### src/roi_regs_pkg.sv
package roi_regs_pkg;

	// ----------------------------------------
	// address map
	// ----------------------------------------
	localparam logic [47:0] F7_BASE = 48'hffff_f1f0_0000;
	localparam logic [11:0] OFS_MAX_EXTENT = 12'h000;
	localparam logic [11:0] OFS_STEP_SIZE = 12'h004;
	localparam logic [11:0] OFS_ORIGIN = 12'h008;
	localparam logic [11:0] OFS_EXTENT = 12'h00c;
	localparam logic [11:0] OFS_FMT_SELECT = 12'h010;
	localparam logic [11:0] OFS_FMT_SUPPORT = 12'h014;
	localparam logic [11:0] OFS_ERR_HIGH = 12'h640;
	localparam logic [11:0] OFS_ERR_LOW = 12'h644;

	// ----------------------------------------
	// field layout, bit 0 is the msb of the word
	// ----------------------------------------
	localparam int WORD_MSB = 31;
	localparam int DOC_TRIG_ERR_BIT = 12;
	localparam int TRIG_ERR_POS = WORD_MSB - DOC_TRIG_ERR_BIT;

	// ----------------------------------------
	// inquiry values and reset values
	// ----------------------------------------
	localparam logic [15:0] MAX_H = 16'h0500;
	localparam logic [15:0] MAX_V = 16'h0400;
	localparam logic [15:0] STEP_H = 16'h0004;
	localparam logic [15:0] STEP_V = 16'h0001;
	localparam logic [31:0] ORIGIN_RST = 32'h0000_0000;
	localparam logic [31:0] EXTENT_RST = {MAX_H, MAX_V};
	localparam logic [7:0] FMT_RST = 8'h00;
	localparam logic [7:0] FMT_MONO8 = 8'h00;
	localparam logic [7:0] FMT_MONO16 = 8'h05;
	localparam logic [31:0] FMT_SUPPORT = (32'h8000_0000 >> FMT_MONO8)
		| (32'h8000_0000 >> FMT_MONO16);

	// ----------------------------------------
	// trigger setting limits
	// ----------------------------------------
	localparam logic [3:0] TRIG_MODE_MAX_EXT = 4'h1;
	localparam logic [3:0] TRIG_MODE_MAX_SOFT = 4'h0;
	localparam logic [2:0] TRIG_SRC_MAX_PIN = 3'h3;
	localparam logic [2:0] TRIG_SRC_SOFT = 3'h7;

endpackage

### src/trig_range_check.sv
`timescale 1ns/10ps
module trig_range_check
	import roi_regs_pkg::*;
(
	input wire logic i_clk,
	input wire logic i_arst_n,
	input wire logic i_wr,
	input wire logic [3:0] i_mode,
	input wire logic [2:0] i_source,
	output logic o_err
);

	logic err_ff;
	logic nxt_err;
	wire logic soft_src = (i_source == TRIG_SRC_SOFT);
	wire logic src_bad = (i_source > TRIG_SRC_MAX_PIN) && !soft_src;
	wire logic mode_bad = soft_src ? (i_mode > TRIG_MODE_MAX_SOFT)
		: (i_mode > TRIG_MODE_MAX_EXT);
	wire logic setting_bad = src_bad || mode_bad;

	// only a write refreshes the flag; capture goes on regardless
	assign nxt_err = i_wr ? setting_bad : err_ff;

	always_ff @(posedge i_clk or negedge i_arst_n) begin
		if (!i_arst_n) begin
			err_ff <= 1'b0;
		end else begin
			err_ff <= nxt_err;
		end
	end

	assign o_err = err_ff;

	trig_refresh_a: assert property (@(posedge i_clk) disable iff (!i_arst_n)
		i_wr |=> o_err == $past(setting_bad))
		else $error("trigger error flag not refreshed on write");
	trig_hold_a: assert property (@(posedge i_clk) disable iff (!i_arst_n)
		!i_wr |=> $stable(o_err))
		else $error("trigger error flag changed without write");
	soft_mode_a: assert property (@(posedge i_clk) disable iff (!i_arst_n)
		(i_wr && i_source == TRIG_SRC_SOFT && i_mode == 4'h1) |=> o_err)
		else $error("software trigger in level mode not flagged");

endmodule // trig_range_check

### src/roi_format_and_error_regs.sv
`timescale 1ns/10ps
module roi_format_and_error_regs
	import roi_regs_pkg::*;
#(
	// base of the feature control space; default value is arbitrary
	parameter logic [47:0] FEAT_BASE = 48'hffff_f000_0000
)(
	input wire logic i_clk,
	input wire logic i_arst_n,
	input wire logic i_req_valid,
	input wire logic i_req_write,
	input wire logic [47:0] i_req_addr,
	input wire logic [31:0] i_req_wdata,
	output logic o_resp_valid,
	output logic [31:0] o_resp_rdata,
	output logic o_resp_err,
	input wire logic i_trig_ctrl_wr,
	input wire logic [3:0] i_trig_mode,
	input wire logic [2:0] i_trig_source,
	output logic o_trig_err,
	output logic [15:0] o_roi_left,
	output logic [15:0] o_roi_top,
	output logic [15:0] o_roi_width,
	output logic [15:0] o_roi_height,
	output logic [7:0] o_pixel_format_code
);

	// ----------------------------------------
	// address decode
	// ----------------------------------------
	wire logic [11:0] ofs = i_req_addr[11:0];
	wire logic f7_hit = (i_req_addr[47:12] == F7_BASE[47:12]);
	wire logic feat_hit = (i_req_addr[47:12] == FEAT_BASE[47:12]);
	wire logic sel_max = f7_hit && (ofs == OFS_MAX_EXTENT);
	wire logic sel_step = f7_hit && (ofs == OFS_STEP_SIZE);
	wire logic sel_origin = f7_hit && (ofs == OFS_ORIGIN);
	wire logic sel_extent = f7_hit && (ofs == OFS_EXTENT);
	wire logic sel_fmt = f7_hit && (ofs == OFS_FMT_SELECT);
	wire logic sel_support = f7_hit && (ofs == OFS_FMT_SUPPORT);
	wire logic sel_err_hi = feat_hit && (ofs == OFS_ERR_HIGH);
	wire logic sel_err_lo = feat_hit && (ofs == OFS_ERR_LOW);
	// anything else, misaligned offsets too, answers with the error flag
	wire logic mapped = sel_max || sel_step || sel_origin || sel_extent
		|| sel_fmt || sel_support || sel_err_hi || sel_err_lo;
	wire logic wr_go = i_req_valid && i_req_write;

	// ----------------------------------------
	// writable registers
	// ----------------------------------------
	logic [31:0] origin_ff;
	logic [31:0] extent_ff;
	logic [7:0] fmt_ff;
	logic [31:0] nxt_origin;
	logic [31:0] nxt_extent;
	logic [7:0] nxt_fmt;
	logic trig_err;

	// code is stored even if unsupported; picking a valid one is up to the host
	assign nxt_origin = (wr_go && sel_origin) ? i_req_wdata : origin_ff;
	assign nxt_extent = (wr_go && sel_extent) ? i_req_wdata : extent_ff;
	assign nxt_fmt = (wr_go && sel_fmt) ? i_req_wdata[31:24] : fmt_ff;

	always_ff @(posedge i_clk or negedge i_arst_n) begin
		if (!i_arst_n) begin
			origin_ff <= ORIGIN_RST;
			extent_ff <= EXTENT_RST;
			fmt_ff <= FMT_RST;
		end else begin
			origin_ff <= nxt_origin;
			extent_ff <= nxt_extent;
			fmt_ff <= nxt_fmt;
		end
	end

	trig_range_check u_trig (
		.i_clk(i_clk),
		.i_arst_n(i_arst_n),
		.i_wr(i_trig_ctrl_wr),
		.i_mode(i_trig_mode),
		.i_source(i_trig_source),
		.o_err(trig_err)
	);

	// ----------------------------------------
	// read mux
	// ----------------------------------------
	wire logic [31:0] err_hi_word = {{(31 - TRIG_ERR_POS){1'b0}}, trig_err,
		{TRIG_ERR_POS{1'b0}}};
	wire logic [31:0] fmt_word = {fmt_ff, 24'h00_0000};
	wire logic [31:0] rd_word =
		sel_max ? {MAX_H, MAX_V} :
		sel_step ? {STEP_H, STEP_V} :
		sel_origin ? origin_ff :
		sel_extent ? extent_ff :
		sel_fmt ? fmt_word :
		sel_support ? FMT_SUPPORT :
		sel_err_hi ? err_hi_word :
		32'h0000_0000;

	logic resp_valid_ff;
	logic [31:0] resp_rdata_ff;
	logic resp_err_ff;
	logic [31:0] nxt_rdata;

	// writes to read-only words are acked and dropped
	assign nxt_rdata = (i_req_valid && !i_req_write) ? rd_word : 32'h0000_0000;

	always_ff @(posedge i_clk or negedge i_arst_n) begin
		if (!i_arst_n) begin
			resp_valid_ff <= 1'b0;
			resp_rdata_ff <= 32'h0000_0000;
			resp_err_ff <= 1'b0;
		end else begin
			resp_valid_ff <= i_req_valid;
			resp_rdata_ff <= nxt_rdata;
			resp_err_ff <= i_req_valid && !mapped;
		end
	end

	assign o_resp_valid = resp_valid_ff;
	assign o_resp_rdata = resp_rdata_ff;
	assign o_resp_err = resp_err_ff;
	assign o_trig_err = trig_err;
	assign o_roi_left = origin_ff[31:16];
	assign o_roi_top = origin_ff[15:0];
	assign o_roi_width = extent_ff[31:16];
	assign o_roi_height = extent_ff[15:0];
	assign o_pixel_format_code = fmt_ff;

	// ----------------------------------------
	// checks
	// ----------------------------------------
	wire logic rd_go = i_req_valid && !i_req_write;

	resp_timing_a: assert property (@(posedge i_clk) disable iff (!i_arst_n)
		i_req_valid |=> o_resp_valid ##1 !o_resp_valid || $past(i_req_valid))
		else $error("response not one cycle after request");
	unmapped_err_a: assert property (@(posedge i_clk) disable iff (!i_arst_n)
		(i_req_valid && !f7_hit && !feat_hit) |=> o_resp_err && o_resp_rdata == 32'h0)
		else $error("unmapped access not refused");
	max_read_a: assert property (@(posedge i_clk) disable iff (!i_arst_n)
		(rd_go && i_req_addr == F7_BASE) |=> o_resp_rdata == 32'h0500_0400)
		else $error("max size inquiry wrong");
	step_read_a: assert property (@(posedge i_clk) disable iff (!i_arst_n)
		(rd_go && sel_step) |=> o_resp_rdata == 32'h0004_0001 && !o_resp_err)
		else $error("step inquiry wrong");
	origin_store_a: assert property (@(posedge i_clk) disable iff (!i_arst_n)
		(wr_go && sel_origin) |=> o_roi_left == $past(i_req_wdata[31:16])
		&& o_roi_top == $past(i_req_wdata[15:0]))
		else $error("origin write not stored");
	extent_store_a: assert property (@(posedge i_clk) disable iff (!i_arst_n)
		(wr_go && sel_extent) ##1 (rd_go && sel_extent)
		|=> o_resp_rdata == $past(i_req_wdata, 2))
		else $error("extent readback mismatch");
	fmt_reserved_a: assert property (@(posedge i_clk) disable iff (!i_arst_n)
		(rd_go && sel_fmt) |=> o_resp_rdata[23:0] == 24'h0
		&& o_resp_rdata[31:24] == o_pixel_format_code)
		else $error("format select readback wrong");
	support_read_a: assert property (@(posedge i_clk) disable iff (!i_arst_n)
		(rd_go && sel_support) |=> o_resp_rdata == 32'h8400_0000)
		else $error("format support word wrong");
	err_low_zero_a: assert property (@(posedge i_clk) disable iff (!i_arst_n)
		(i_req_valid && sel_err_lo) |=> o_resp_rdata == 32'h0 && !o_resp_err)
		else $error("low error word not zero");
	err_high_a: assert property (@(posedge i_clk) disable iff (!i_arst_n)
		(rd_go && sel_err_hi) |=> o_resp_rdata == {12'h0, $past(trig_err), 19'h0})
		else $error("trigger error bit misplaced");
	extent_gap_a: assert property (@(posedge i_clk) disable iff (!i_arst_n)
		(wr_go && sel_extent) ##1 !(wr_go && sel_extent) ##1 (rd_go && sel_extent)
		|=> o_resp_rdata == $past(i_req_wdata, 3))
		else $error("extent readback after gap mismatch");
	fmt_store_a: assert property (@(posedge i_clk) disable iff (!i_arst_n)
		(wr_go && sel_fmt) |=> o_pixel_format_code == $past(i_req_wdata[31:24]))
		else $error("format code not taken from top byte");
	err_hi_reserved_a: assert property (@(posedge i_clk) disable iff (!i_arst_n)
		(rd_go && sel_err_hi) |=> (o_resp_rdata & ~32'h0008_0000) == 32'h0)
		else $error("unused high error bits not zero");
	err_with_valid_a: assert property (@(posedge i_clk) disable iff (!i_arst_n)
		o_resp_err |-> o_resp_valid)
		else $error("error flag without response");
	support_bits_a: assert property (@(posedge i_clk) disable iff (!i_arst_n)
		(rd_go && sel_support) |=> o_resp_rdata[WORD_MSB - int'(FMT_MONO8)]
		&& o_resp_rdata[WORD_MSB - int'(FMT_MONO16)])
		else $error("support bit not at code position");
	origin_hold_a: assert property (@(posedge i_clk) disable iff (!i_arst_n)
		!(wr_go && sel_origin) |=> $stable({o_roi_left, o_roi_top}))
		else $error("origin changed without write");
	ro_write_ok_a: assert property (@(posedge i_clk) disable iff (!i_arst_n)
		(wr_go && (sel_max || sel_step || sel_support || sel_err_hi || sel_err_lo))
		|=> o_resp_valid && !o_resp_err && o_resp_rdata == 32'h0)
		else $error("read-only write not acked cleanly");

	// ----------------------------------------
	// coverage
	// ----------------------------------------
	origin_wr_c: cover property (@(posedge i_clk) disable iff (!i_arst_n)
		wr_go && sel_origin ##1 rd_go && sel_origin);
	trig_err_rd_c: cover property (@(posedge i_clk) disable iff (!i_arst_n)
		rd_go && sel_err_hi && trig_err);
	unmapped_c: cover property (@(posedge i_clk) disable iff (!i_arst_n)
		i_req_valid && !mapped);
	fmt_wr_c: cover property (@(posedge i_clk) disable iff (!i_arst_n)
		wr_go && sel_fmt);
	ro_wr_c: cover property (@(posedge i_clk) disable iff (!i_arst_n)
		wr_go && sel_support);

endmodule // roi_format_and_error_regs

### config.mk
export PLATFORM = sky130hd
export DESIGN_NAME = roi_format_and_error_regs
export DESIGN_NICKNAME = d
export VERILOG_FILES = /design/src/roi_regs_pkg.sv /design/src/trig_range_check.sv /design/src/roi_format_and_error_regs.sv
export SDC_FILE = /design/constraint.sdc
export NUM_CORES = 1
export LEC_CHECK = 0
export ABC_AREA = 1
export BUFFER_PORTS_ARGS = -buffer_cell sky130_fd_sc_hd__buf_2
export CAP_MARGIN = 10
export CORE_ASPECT_RATIO = 1.4
export CORE_MARGIN = 3
export CORE_UTILIZATION = 40
export CTS_CLUSTER_SIZE = 20
export DETAILED_ROUTE_END_ITERATION = 6
export PLACE_DENSITY = 0.74
export RECOVER_POWER = 100
export SKIP_LAST_GASP = 1
export SYNTH_ARGS = -nofsm -noshare
export SYNTH_HDL_FRONTEND = slang
export SYNTH_SLANG_ARGS = --single-unit
### constraint.sdc
create_clock -name i_clk -period 1.02 [get_ports i_clk]
set_input_delay 0 -clock i_clk [delete_from_list [all_inputs] [get_ports i_clk]]
set_output_delay 0 -clock i_clk [all_outputs]
set_load 0.02 [all_outputs]
# Word-level counts from Yosys, hierarchy flattened

Cells that the tools add are included.

Flip-flop bits (word level): 107
Word-level logic and storage cells: 56
Input port bits: 92
Output and inout bits: 107

Reduce and logical (&&, ||, !) cells: 27
Magnitude comparators: 3
Multiplexer cells: 9
Eq/ne operators: 10

Operators by type and width:

| kind                 | number |
|---|---|
| $mux 32              | 7 |
| $eq 36x36->1 const B | 2 |
| $eq 12x11->1 const B | 2 |
| $eq 12x4->1 const B  | 2 |
| $eq 12x5->1 const B  | 2 |
| $mux 20              | 1 |
| $logic_and 1x1->1    | 15 |
| $eq 12x3->1 const B  | 1 |
| $logic_not 12->1     | 1 |
| $gt 4x1->1 const B   | 2 |
| $logic_or 1x1->1     | 8 |
| $eq 3x3->1 const B   | 1 |
| $gt 3x2->1 const B   | 1 |
| $logic_not 1->1      | 3 |
| $mux 1               | 1 |

# Longest topological paths before layout

Gate-level depths: netlist of the first run.

Depth after elaboration: 11
Mapped depth: 13
Mapped depth without buffers: 12

# Modules after synthesis

From an unflattened synthesis of the first run, not the netlist that was laid out.

Cell total of the unflattened synthesis: 578
Area, all modules: 5072.4 µm²

Modules (own cells, without submodules):

| module                    | sequential area each (µm²) | area each (µm²) | instances | cells an instance |
|---|---|---|---|---|
| roi_format_and_error_regs | 2656.3                     | 5003.5          | 1         | 566 |
| trig_range_check          | 25.0                       | 68.8            | 1         | 12 |

# Worst setup path before layout of the first run

Ideal clock, no wire load.

Path type: input-to-reg
Start point: input port i_req_addr[8]
End point: register origin_ff[24]
Required time: 0.901 ns
Path buffers: 1
Path slack: -0.236 ns
Cell stages on the path: 11
Library setup time: 0.119 ns
Arrival time: 1.137 ns
Cell sequence: nor2_1 -> nand2_1 -> nor2_4 -> nand3_2 -> inv_2 -> nand2_4 -> clkinv_2 -> nand2_4 -> buf_6 -> nand2_1 -> o21ai_2

Word-level cells in the longest chain between the ends: 3

RTL lines:

| item                 | line                            | RTL |
|---|---|---|
| start, declared      | roi_format_and_error_regs.sv:12 | `input wire logic [47:0] i_req_addr,` |
| $eq 12x4->1          | roi_format_and_error_regs.sv:36 | `wire logic sel_origin = f7_hit && (ofs == OFS_ORIGIN);` |
| $logic_and 1x1->1    | roi_format_and_error_regs.sv:36 |  |
| $logic_and 1x1->1    | roi_format_and_error_regs.sv:59 | `assign nxt_origin = (wr_go && sel_origin) ? i_req_wdata : origin_ff;` |
| end signal, assigned | roi_format_and_error_regs.sv:69 | `origin_ff <= nxt_origin;` |
| end, declared        | roi_format_and_error_regs.sv:50 | `logic [31:0] origin_ff;` |

No other way between the ends.
A chain may end at the register's enable or synchronous reset.

# Worst setup path after layout of the first run

Start point: input port i_req_addr[9]
End point: register origin_ff[14]

The elaborated chain is that of the path after synthesis.

==> flow_summary.json, run 1 <==
{
  "rr_worst_depth": 5,
  "setup_viol": 105,
  "yosysTopAreaCell": "dfrtp_1",
  "slowest_stage": "buf_12",
  "seqCellArea_sq_mm": 0.00268,
  "htree_levels": 3,
  "min_path_type": "primary input to register",
  "finalHoldViolCount": 0,
  "yosysWarnings": 0,
  "clock_sinks": 107,
  "synth_ff_type": "dfrtp_1",
  "required_ns": 1.25,
  "track_usage": 0.228,
  "wl_um": 16300,
  "synthCells": 524,
  "drv_cap": 0,
  "maxSlewViolCount": 0,
  "drtPass1Iterations": 5,
  "path_depth": 13,
  "root_buffer": "clkbuf_16",
  "period_share": 1.14,
  "timing.fmax_mhz": 859,
  "crit_path_end_kind": "register",
  "reg2reg_from": "extent_ff[26]$_DFFE_PN1P_",
  "slew_headroom": 0.645,
  "start_util": 0.418,
  "area_growth_pct": 61.7,
  "p_leak_nw": 3.91,
  "setup_tns_ns": -10.08,
  "overflow": 0,
  "fillers": 898,
  "place.port_buffers": 198,
  "hold_depth": 4,
  "synth_edf_count": 0,
  "path_common_cell": "nand2_2",
  "drive_gt1_frac": 0.517,
  "vias": 4844,
  "synth.most_common_cell": "nand2_1",
  "core_area_sq_mm": 0.0116,
  "detail-route-antenna-nets": 0,
  "powerDensity_mw_per_mm2": 1200,
  "final_nets": 902,
  "dp_hpwl_um": 10500,
  "synth_area_leaders": "dfrtp_1 (54%), nand2_1 (11%), o21ai_2 (7.2%)",
  "min_from": "i_trig_source[0]",
  "avgViaCountPerCell": 5.05,
  "wl_per_cell_um": 16.9,
  "cp.arrival_ns": 1.40,
  "fin_worst_skew_ns": 0.00651,
  "startpoint_type": "primary input",
  "crit_family": "simple AND/OR/NAND/NOR gates",
  "violations": "negative setup slack",
  "ctsLongestPathBuffers": 2,
  "status": "finished, violations left",
  "critical_path.max_stage_delay_ns": 0.19,
  "clk_latency_ns": 0.34,
  "rows": 46,
  "crit_fanout": 28,
  "antenna_found_initial": 1,
  "die_y_um": 136,
  "synthArstFlopShare": 1.00,
  "clkTransAtPathRegs_ns": 0.07,
  "fin_ws_ns": -0.144,
  "r2r_slack_ns": -0.03,
  "path_cells": "buf_2, nor2_1, nand2_2, nor2_4, buf_4, nand3_4, inv_2, nand2_4, clkinv_4, nand2_8, buf_12, nand2_2, o21ai_2",
  "min_period_ns": 1.16,
  "hold_end": "u_trig.o_err$_DFFE_PN0P_",
  "worst_pin_slew_ns": 0.533,
  "design.portCount": 199,
  "cts_tree": "built",
  "yosys.area.top_type_share": 0.538,
  "synth.distinct_cells": 31,
  "r2r-end": "o_resp_rdata[26]$_DFF_PN0_",
  "route.detailed.drc": 0,
  "fp.dieArea_sq_mm": 0.0135,
  "multi_input_area_sq_mm": 0.00223,
  "syn_area_sq_mm": 0.00484,
  "yosysSeqAreaShare": 0.554,
  "grt_pass1_wl_um": 24500,
  "die_w_um": 98.9,
  "globalplace.congestion": 0.818,
  "drtIter0Drc": 204,
  "avgSynthCellArea_sq_um": 9.23,
  "synth-seq-cells": 107,
  "rsz0062_at_grt": "true",
  "ir_drop_v": 0.000882,
  "ys_top_cells_by_count": "nand2_1 (141), dfrtp_1 (104), inv_1 (48), o21ai_2 (40)",
  "syn-num-nets": 616,
  "tritoncts.num_buffers": 9,
  "grt_pass1_vias": 5030,
  "crit_type": "primary input to register",
  "path_buf_inv": 5,
  "grt_max_degree": 58,
  "pre_cts_ws_ns": -0.480
}
[state kept, by name (all words and copies together), names as in the netlist]
name,flops
u_trig.o_err,1
extent_ff,32
o_resp_valid,1
o_resp_err,1
o_resp_rdata,32
o_pixel_format_code,8
origin_ff,32
[tightest hold or removal path: cells and delay by family]
family | cells | cell delay (ns)
buffers and inverters | 1 | 0.08
AOI/OAI and AO/OA | 2 | 0.21
and+or+nand+nor | 1 | 0.04
[layout by cell type (no fill, tap or decap), types with 4 or more instances in the layout]
cell	count
dfrtp_1	104
buf_2	82
clkbuf_2	72
nand2_1	68
nand2_2	61
o21ai_2	55
inv_1	48
dlygate4sd3_1	40
buf_4	38
nand3_1	28
clkbuf_1	28
o21ai_1	23
buf_6	23
a21oi_1	21
nand2_4	17
nor2_1	11
clkbuf_16	11
nor2_2	10
buf_12	9
nand3_2	7
o21ai_0	7
a31oi_1	6
nor2_4	5
nand4_1	4
nand2_8	4
bufinv_16	4
[kinds of logic after synthesis]
group,after synthesis,share of synthesized area
AOI/OAI and AO/OA,116,0.154
DFF,107,0.554
buffers and inverters,76,0.0781
and+or+nand+nor,225,0.214
[final cells by class]
cell class / count / share of cell area
clock inverter: 6 / 0.0186
clock buffer: 10 / 0.0306
antenna: 1 / 0.000320
inverter: 53 / 0.0277
timing repair buffer: 297 / 0.271
multi-input combinational: 342 / 0.286
tap: 144 / 0.0230
sequential: 107 / 0.343
[metal layers]
metal | up-vias | GRT usage | wire length [um]
met1 | 2356 | 0.262 | 6090
li1 | 2286 | - | -
met2 | 164 | 0.427 | 9050
met3 | 38 | 0.0344 | 661
met5 | - | 0 | 0
met4 | 0 | 0.0752 | 463
[through the flow]
stage                     hold slack [ns]  total power [mW]  utilization  area (sq um)  std cells
after floorplan                    -0.296              4.49            -          5040        524
after detailed placement           -0.176              4.87        0.554          6410        883
after global placement             -0.177              4.85        0.554          6410        883
final                              0.0338              9.37        0.676          7820        960
after CTS                         0.00322              9.36        0.650          7520        951
after global routing               0.0576              9.64        0.676          7820        960
[what timing repair did]
action,CTS,global route
pin swaps,3,19
setup buffers,9,5
cloned,3,3
endpoints found under the setup margin,106,108
endpoints found under the hold margin,182,0
gates resized for setup,52,68
hold buffers,40,0
[power by group]
part | switching (mW) | internal (mW)
Combinational | 0.362 | 0.353
Sequential | 0.00228 | 4.24
Clock | 1.66 | 2.75
[worst max-delay path by stage]
| stage | end | startpoint | slack (ns) |
|---|---|---|---|
| after floorplan | o_pixel_format_code[5]$_DFFE_PN0P_ | i_req_addr[35] | -0.23 |
| after global placement | o_pixel_format_code[7]$_DFFE_PN0P_ | i_req_addr[35] | -0.43 |
| after detailed placement | extent_ff[5]$_DFFE_PN0P_ | i_req_addr[17] | -0.48 |
| after CTS | o_resp_rdata[29]$_DFF_PN0_ | i_req_addr[19] | -0.08 |
| after global routing | origin_ff[14]$_DFFE_PN0P_ | i_req_addr[9] | -0.27 |
| final | origin_ff[14]$_DFFE_PN0P_ | i_req_addr[9] | -0.14 |
No activity file was read; power rests on OpenSTA's default activity.
==> run 2: changes to the inputs <==
--- a/config.mk
+++ b/config.mk
@@ -6,14 +6,14 @@
 export NUM_CORES = 1
 export LEC_CHECK = 0
 export ABC_AREA = 1
-export BUFFER_PORTS_ARGS = -buffer_cell sky130_fd_sc_hd__buf_2
 export CAP_MARGIN = 10
 export CORE_ASPECT_RATIO = 1.4
 export CORE_MARGIN = 3
 export CORE_UTILIZATION = 40
 export CTS_CLUSTER_SIZE = 20
 export DETAILED_ROUTE_END_ITERATION = 6
-export PLACE_DENSITY = 0.74
+export DONT_BUFFER_PORTS = 1
+export PLACE_DENSITY = 0.6
 export RECOVER_POWER = 100
 export SKIP_LAST_GASP = 1
 export SYNTH_ARGS = -nofsm -noshare
==> run 2 against run 1 <==
The flow finishes with violations (negative hold slack, negative setup slack). Utilization shrank 7.8 points. Sequential power is essentially flat. Sequential cell count is the same. Routed wire length shrank 8.4%. Total power shrank 10%. Clock skew grew 0.0013 ns. Non-clock buffer count shrank 153. Combinational power shrank 44%. Global-route usage shrank 3.1 points. Cell count shrank 16%. Clock power shrank 15%. Largest power group is now sequential cells. Highest routed layer unchanged.
==> flow_summary.json, run 2 (same netlist as run 1, synthesis figures left out) <==
{
  "clkTransAtPathRegs_ns": 0.07,
  "ir_drop_v": 0.000846,
  "mostFrequentLayoutCell": "dfrtp_1",
  "track_usage": 0.197,
  "overflow": 0,
  "crit_type": "primary input to register",
  "grt_pass1_vias": 4279,
  "maxSlewViolCount": 0,
  "detail-route-antenna-nets": 0,
  "vias": 4208,
  "crit_path_end_kind": "register",
  "cts_tree": "built",
  "wl_per_cell_um": 18.5,
  "drv_cap": 0,
  "drtPass1Iterations": 4,
  "postCtsHoldBufs": 43,
  "worst_pin_slew_ns": 0.328,
  "fp.dieArea_sq_mm": 0.0135,
  "most-common-layout-cells": "dfrtp_1 (104), nand2_1 (90), inv_1 (48)",
  "startpoint": "i_req_addr[14]",
  "status": "finished, violations left",
  "wl_um": 14900,
  "slew_headroom": 0.781,
  "final_nets": 750,
  "fin_ws_ns": -0.0354,
  "pre_cts_ws_ns": -0.442,
  "route.detailed.drc": 0,
  "cp.arrival_ns": 1.28,
  "antenna_found_initial": 0,
  "timing.fmax_mhz": 947,
  "clk_latency_ns": 0.34,
  "avgViaCountPerCell": 5.21,
  "dp_hpwl_um": 9640,
  "path_buf_inv": 2,
  "p_leak_nw": 3.30,
  "place_area_sq_mm": 0.00574,
  "rows": 46,
  "slowest_stage": "nor2_8",
  "finalHoldViolCount": 107,
  "min_period_ns": 1.06,
  "critical_path.max_stage_delay_ns": 0.22,
  "grt_max_degree": 108,
  "place.port_buffers": 0,
  "min_path_type": "primary input to asynchronous set/reset pin",
  "htree_levels": 3,
  "crit_fanout": 24,
  "fin_worst_skew_ns": 0.00779,
  "violations": "negative hold slack, negative setup slack",
  "final_area_sq_mm": 0.00692,
  "die_w_um": 98.9,
  "hold-worst-slack_ns": -0.649,
  "drtIter0Drc": 165,
  "startpoint_type": "primary input",
  "grt_pass1_wl_um": 21100,
  "root_buffer": "clkbuf_16",
  "powerDensity_mw_per_mm2": 1210,
  "tritoncts.num_buffers": 9,
  "start_util": 0.418,
  "clock_sinks": 107,
  "rsz0062_at_grt": "true",
  "path_cells": "nor2_4, nor3b_4, nand2_2, nor2_8, nand2_4, inv_8, nand2_8, buf_12, nand2_1, o21ai_2",
  "globalplace.congestion": 0.853,
  "crit_family": "simple AND/OR/NAND/NOR gates",
  "ctsLongestPathBuffers": 2,
  "diodes": 0,
  "core_area_sq_mm": 0.0116,
  "die_y_um": 136,
  "design.portCount": 199,
  "setup_viol": 27,
  "reg2reg_from": "extent_ff[26]$_DFFE_PN1P_",
  "drive_gt1_frac": 0.389,
  "period_share": 1.03,
  "required_ns": 1.25,
  "area_growth_pct": 43.0
}
run 2: timing repair:
| action | 4_1_cts | 5_1_grt |
|---|---|---|
| pin swaps | 1 | 8 |
| endpoints found under the hold margin | 185 | 107 |
| cloned | 0 | 9 |
| buffers inserted | 2 | 7 |
| resized for setup | 6 | 64 |
| setup endpoints to repair | 35 | 107 |
run 2: final cells by class:
type / instances / area, sq um
Fill cell: 970 / 4650
Sequential cell: 107 / 2680
Multi-Input combinational cell: 343 / 2160
Timing Repair Buffer: 144 / 1360
Clock buffer: 12 / 246
Inverter: 53 / 219
Tap cell: 144 / 180
Clock inverter: 4 / 73.8
run 2: through the flow:
stage | hold WS, ns | total power, mW | instances | setup TNS [ns] | util
final | -0.649 | 8.40 | 807 | -0.239 | 0.598
after floorplan | -0.296 | 4.49 | 524 | -17.87 | -
after global routing | -0.667 | 8.67 | 807 | -9.70 | 0.598
after global placement | -0.291 | 4.56 | 730 | -33.20 | 0.496
after CTS | -0.662 | 8.44 | 791 | -0.166 | 0.565
after detailed placement | -0.291 | 4.57 | 730 | -36.53 | 0.496
run 2: report_power, final:
group	switching (mW)	leakage (nW)	total, mW	internal (mW)
combinational	0.191	1.67	0.397	0.206
clock	1.52	0.157	3.75	2.23
sequential	0.00919	1.48	4.26	4.25
total	1.72	3.30	8.40	6.68
run 2: worst paths after layout:
check	to	slack, ns	cells past startpoint
worst max-delay path	origin_ff[31]$_DFFE_PN0P_	-0.04	10
worst min-delay path	origin_ff[2]$_DFFE_PN0P_	-0.65	0
worst max register to register	o_resp_rdata[26]$_DFF_PN0_	0.02	5
worst min register to register	o_pixel_format_code[3]$_DFFE_PN0P_	0.52	2
max in group asynchronous	extent_ff[10]$_DFFE_PN1P_	1.45	0
min in group i_clk	o_resp_err$_DFF_PN0_	0.03	4
run 2: metal layers:
metal	share of wire	track usage	vias to the layer above	routed length (um)
met3	0.062	0.0513	19	927
li1	-	-	1978	-
met4	0.019	0.0630	0	277
met2	0.54	0.352	147	8020
met5	0	0	-	0
met1	0.38	0.229	2064	5670
==> run 3: changes to the inputs <==
--- a/config.mk
+++ b/config.mk
@@ -5,7 +5,6 @@
 export SDC_FILE = /design/constraint.sdc
 export NUM_CORES = 1
 export LEC_CHECK = 0
-export ABC_AREA = 1
 export CAP_MARGIN = 10
 export CORE_ASPECT_RATIO = 1.4
 export CORE_MARGIN = 3
==> run 3 against run 2 <==
The run still ends with negative hold slack, negative setup slack left. Cell count decreased by 18%. Hold slack got worse by 0.0015 ns. Routed wire length decreased by 4.3%. Combinational power increased by 3%. Global-route usage increased by 1.1 points.
==> flow_summary.json, run 3 <==
{
  "clock_sinks": 107,
  "fillers": 918,
  "min_period_ns": 1.59,
  "crit_path_end_kind": "register",
  "clk_latency_ns": 0.34,
  "yosysSeqAreaShare": 0.572,
  "drtPass1Iterations": 4,
  "root_buffer": "clkbuf_16",
  "grt_pass1_wl_um": 21100,
  "final_nets": 604,
  "track_usage": 0.208,
  "place.port_buffers": 0,
  "synth_ff_type": "dfrtp_1",
  "crit_type": "primary input to register",
  "ir_drop_v": 0.000668,
  "avgViaCountPerCell": 5.54,
  "synth_edf_count": 0,
  "synthArstFlopShare": 1.00,
  "synth.distinct_cells": 46,
  "start_util": 0.411,
  "antenna_found_initial": 0,
  "finalHoldViolCount": 108,
  "syn-num-nets": 442,
  "fin_worst_skew_ns": 0.00678,
  "synthCells": 350,
  "total_power_mw": 8.41,
  "min_path_type": "primary input to asynchronous set/reset pin",
  "die_w_um": 97.5,
  "mostFrequentLayoutCell": "dfrtp_1",
  "tritoncts.num_buffers": 9,
  "most-common-layout-cells": "dfrtp_1 (104), clkbuf_2 (67), dlygate4sd3_1 (44)",
  "startpoint_type": "primary input",
  "fin_ws_ns": -0.574,
  "htree_levels": 3,
  "period_share": 1.56,
  "core_area_sq_mm": 0.0114,
  "critical_path.max_stage_delay_ns": 0.45,
  "pre_cts_ws_ns": -0.936,
  "grt_pass1_vias": 3806,
  "die_y_um": 134,
  "dp_hpwl_um": 9140,
  "crit_fanout": 16,
  "synth.most_common_cell": "dfrtp_1",
  "cp.arrival_ns": 1.82,
  "diodes": 0,
  "setup_viol": 107,
  "p_leak_nw": 3.20,
  "cts_tree": "built",
  "status": "finished, violations left",
  "yosys.area.top_type_share": 0.555,
  "synth-seq-cells": 107,
  "required_ns": 1.24,
  "wl_um": 14300,
  "rows": 46,
  "postCtsHoldBufs": 44,
  "path_cells": "or3b_1, or4_4, and4bb_1, and2_4, buf_12, mux2_4",
  "drtIter0Drc": 92,
  "yosysTopAreaCell": "dfrtp_1",
  "fp.dieArea_sq_mm": 0.0131,
  "vias": 3661,
  "slowest_stage": "or4_4",
  "syn_area_sq_mm": 0.00469,
  "powerDensity_mw_per_mm2": 1250,
  "area_growth_pct": 43.8,
  "ys_top_cells_by_count": "dfrtp_1 (104), mux2_2 (42), nor2_1 (31), mux2_4 (28), a22oi_1 (21)",
  "grt_max_degree": 108,
  "hold-worst-slack_ns": -0.650,
  "slew_headroom": 0.699,
  "synth_area_leaders": "dfrtp_1 (56%), mux2_2 (10%), mux2_4 (9.0%)",
  "avgSynthCellArea_sq_um": 13.4,
  "detail-route-antenna-nets": 0,
  "rsz0062_at_grt": "true",
  "ctsLongestPathBuffers": 2,
  "timing.fmax_mhz": 627,
  "route.detailed.drc": 0,
  "globalplace.congestion": 0.841,
  "yosysWarnings": 0,
  "design.portCount": 199,
  "maxSlewViolCount": 0,
  "fin_util": 0.592,
  "clkTransAtPathRegs_ns": 0.07,
  "worst_pin_slew_ns": 0.448,
  "overflow": 0,
  "wl_per_cell_um": 21.6,
  "violations": "negative hold slack, negative setup slack",
  "drive_gt1_frac": 0.485,
  "drv_cap": 0
}
## run 3: power by group
part	internal, mW	switching [mW]	total, mW
logic	0.245	0.163	0.408
clock network	2.23	1.52	3.74
registers	4.25	0.00791	4.25
## run 3: cell type report
| class | count | area (sq um) | share of cell area |
|---|---|---|---|
| Clock inverter | 4 | 73.8 | 0.0110 |
| Multi-Input combinational cell | 218 | 1980 | 0.294 |
| Timing Repair Buffer | 173 | 1560 | 0.232 |
| Sequential cell | 107 | 2680 | 0.398 |
| Tap cell | 144 | 180 | 0.0267 |
| Inverter | 3 | 11.3 | 0.00167 |
| Clock buffer | 12 | 246 | 0.0366 |
## run 3: per-layer routing
layer  GRT usage  share of wire  up-vias
met2       0.371           0.53      189
met5           0              0        -
met4      0.0855          0.029        0
met3      0.0499          0.072       25
li1            -              -     1617
met1       0.238           0.37     1830
## run 3: repair_timing
item                                    CTS  global route
endpoints found under the hold margin   188           109
endpoints found under the setup margin  110           111
pin swaps                                 1            34
cloned                                    4             1
buffers inserted                          8             8
resized for setup                        24            34
## run 3: path summary, 6_finish.rpt
kind	start	end	slack [ns]	cells past startpoint
min	i_arst_n	o_resp_rdata[15]$_DFF_PN0_	-0.65	0
min in group i_clk	i_req_write	o_resp_rdata[18]$_DFF_PN0_	0	3
max reg2reg	extent_ff[24]$_DFFE_PN1P_	o_resp_rdata[24]$_DFF_PN0_	-0.18	5
min reg2reg	extent_ff[28]$_DFFE_PN0P_	extent_ff[28]$_DFFE_PN0P_	0.53	1
max	i_req_addr[13]	origin_ff[21]$_DFFE_PN0P_	-0.57	6
max in group asynchronous	i_arst_n	extent_ff[26]$_DFFE_PN1P_	1.45	0
## run 3: critical path, delay by kind of cell
kind	cells	cell delay, ns
buf+inv	1	0.19
mux	1	0.32
simple gates	4	1.30
## run 3: cells by family (layout without fill, tap and decap cells)
family,count (synthesis),after routing,share of synthesized area
buffers and inverters,25,192,0.0427
AO/OA/AOI/OAI,51,51,0.0753
AND/OR/NAND/NOR,96,96,0.117
multiplexers,71,71,0.193
flip-flops,107,107,0.572
## run 3: through the flow
step | cells | instance area (sq um) | setup TNS [ns]
4_1_cts | 652 | 6660 | -53.23
2_1_floorplan | 350 | 4720 | -82.50
6_report | 661 | 6740 | -52.58
3_5_place_dp | 580 | 5590 | -90.41
3_3_place_gp | 580 | 5590 | -88.87
5_1_grt | 661 | 6740 | -55.27
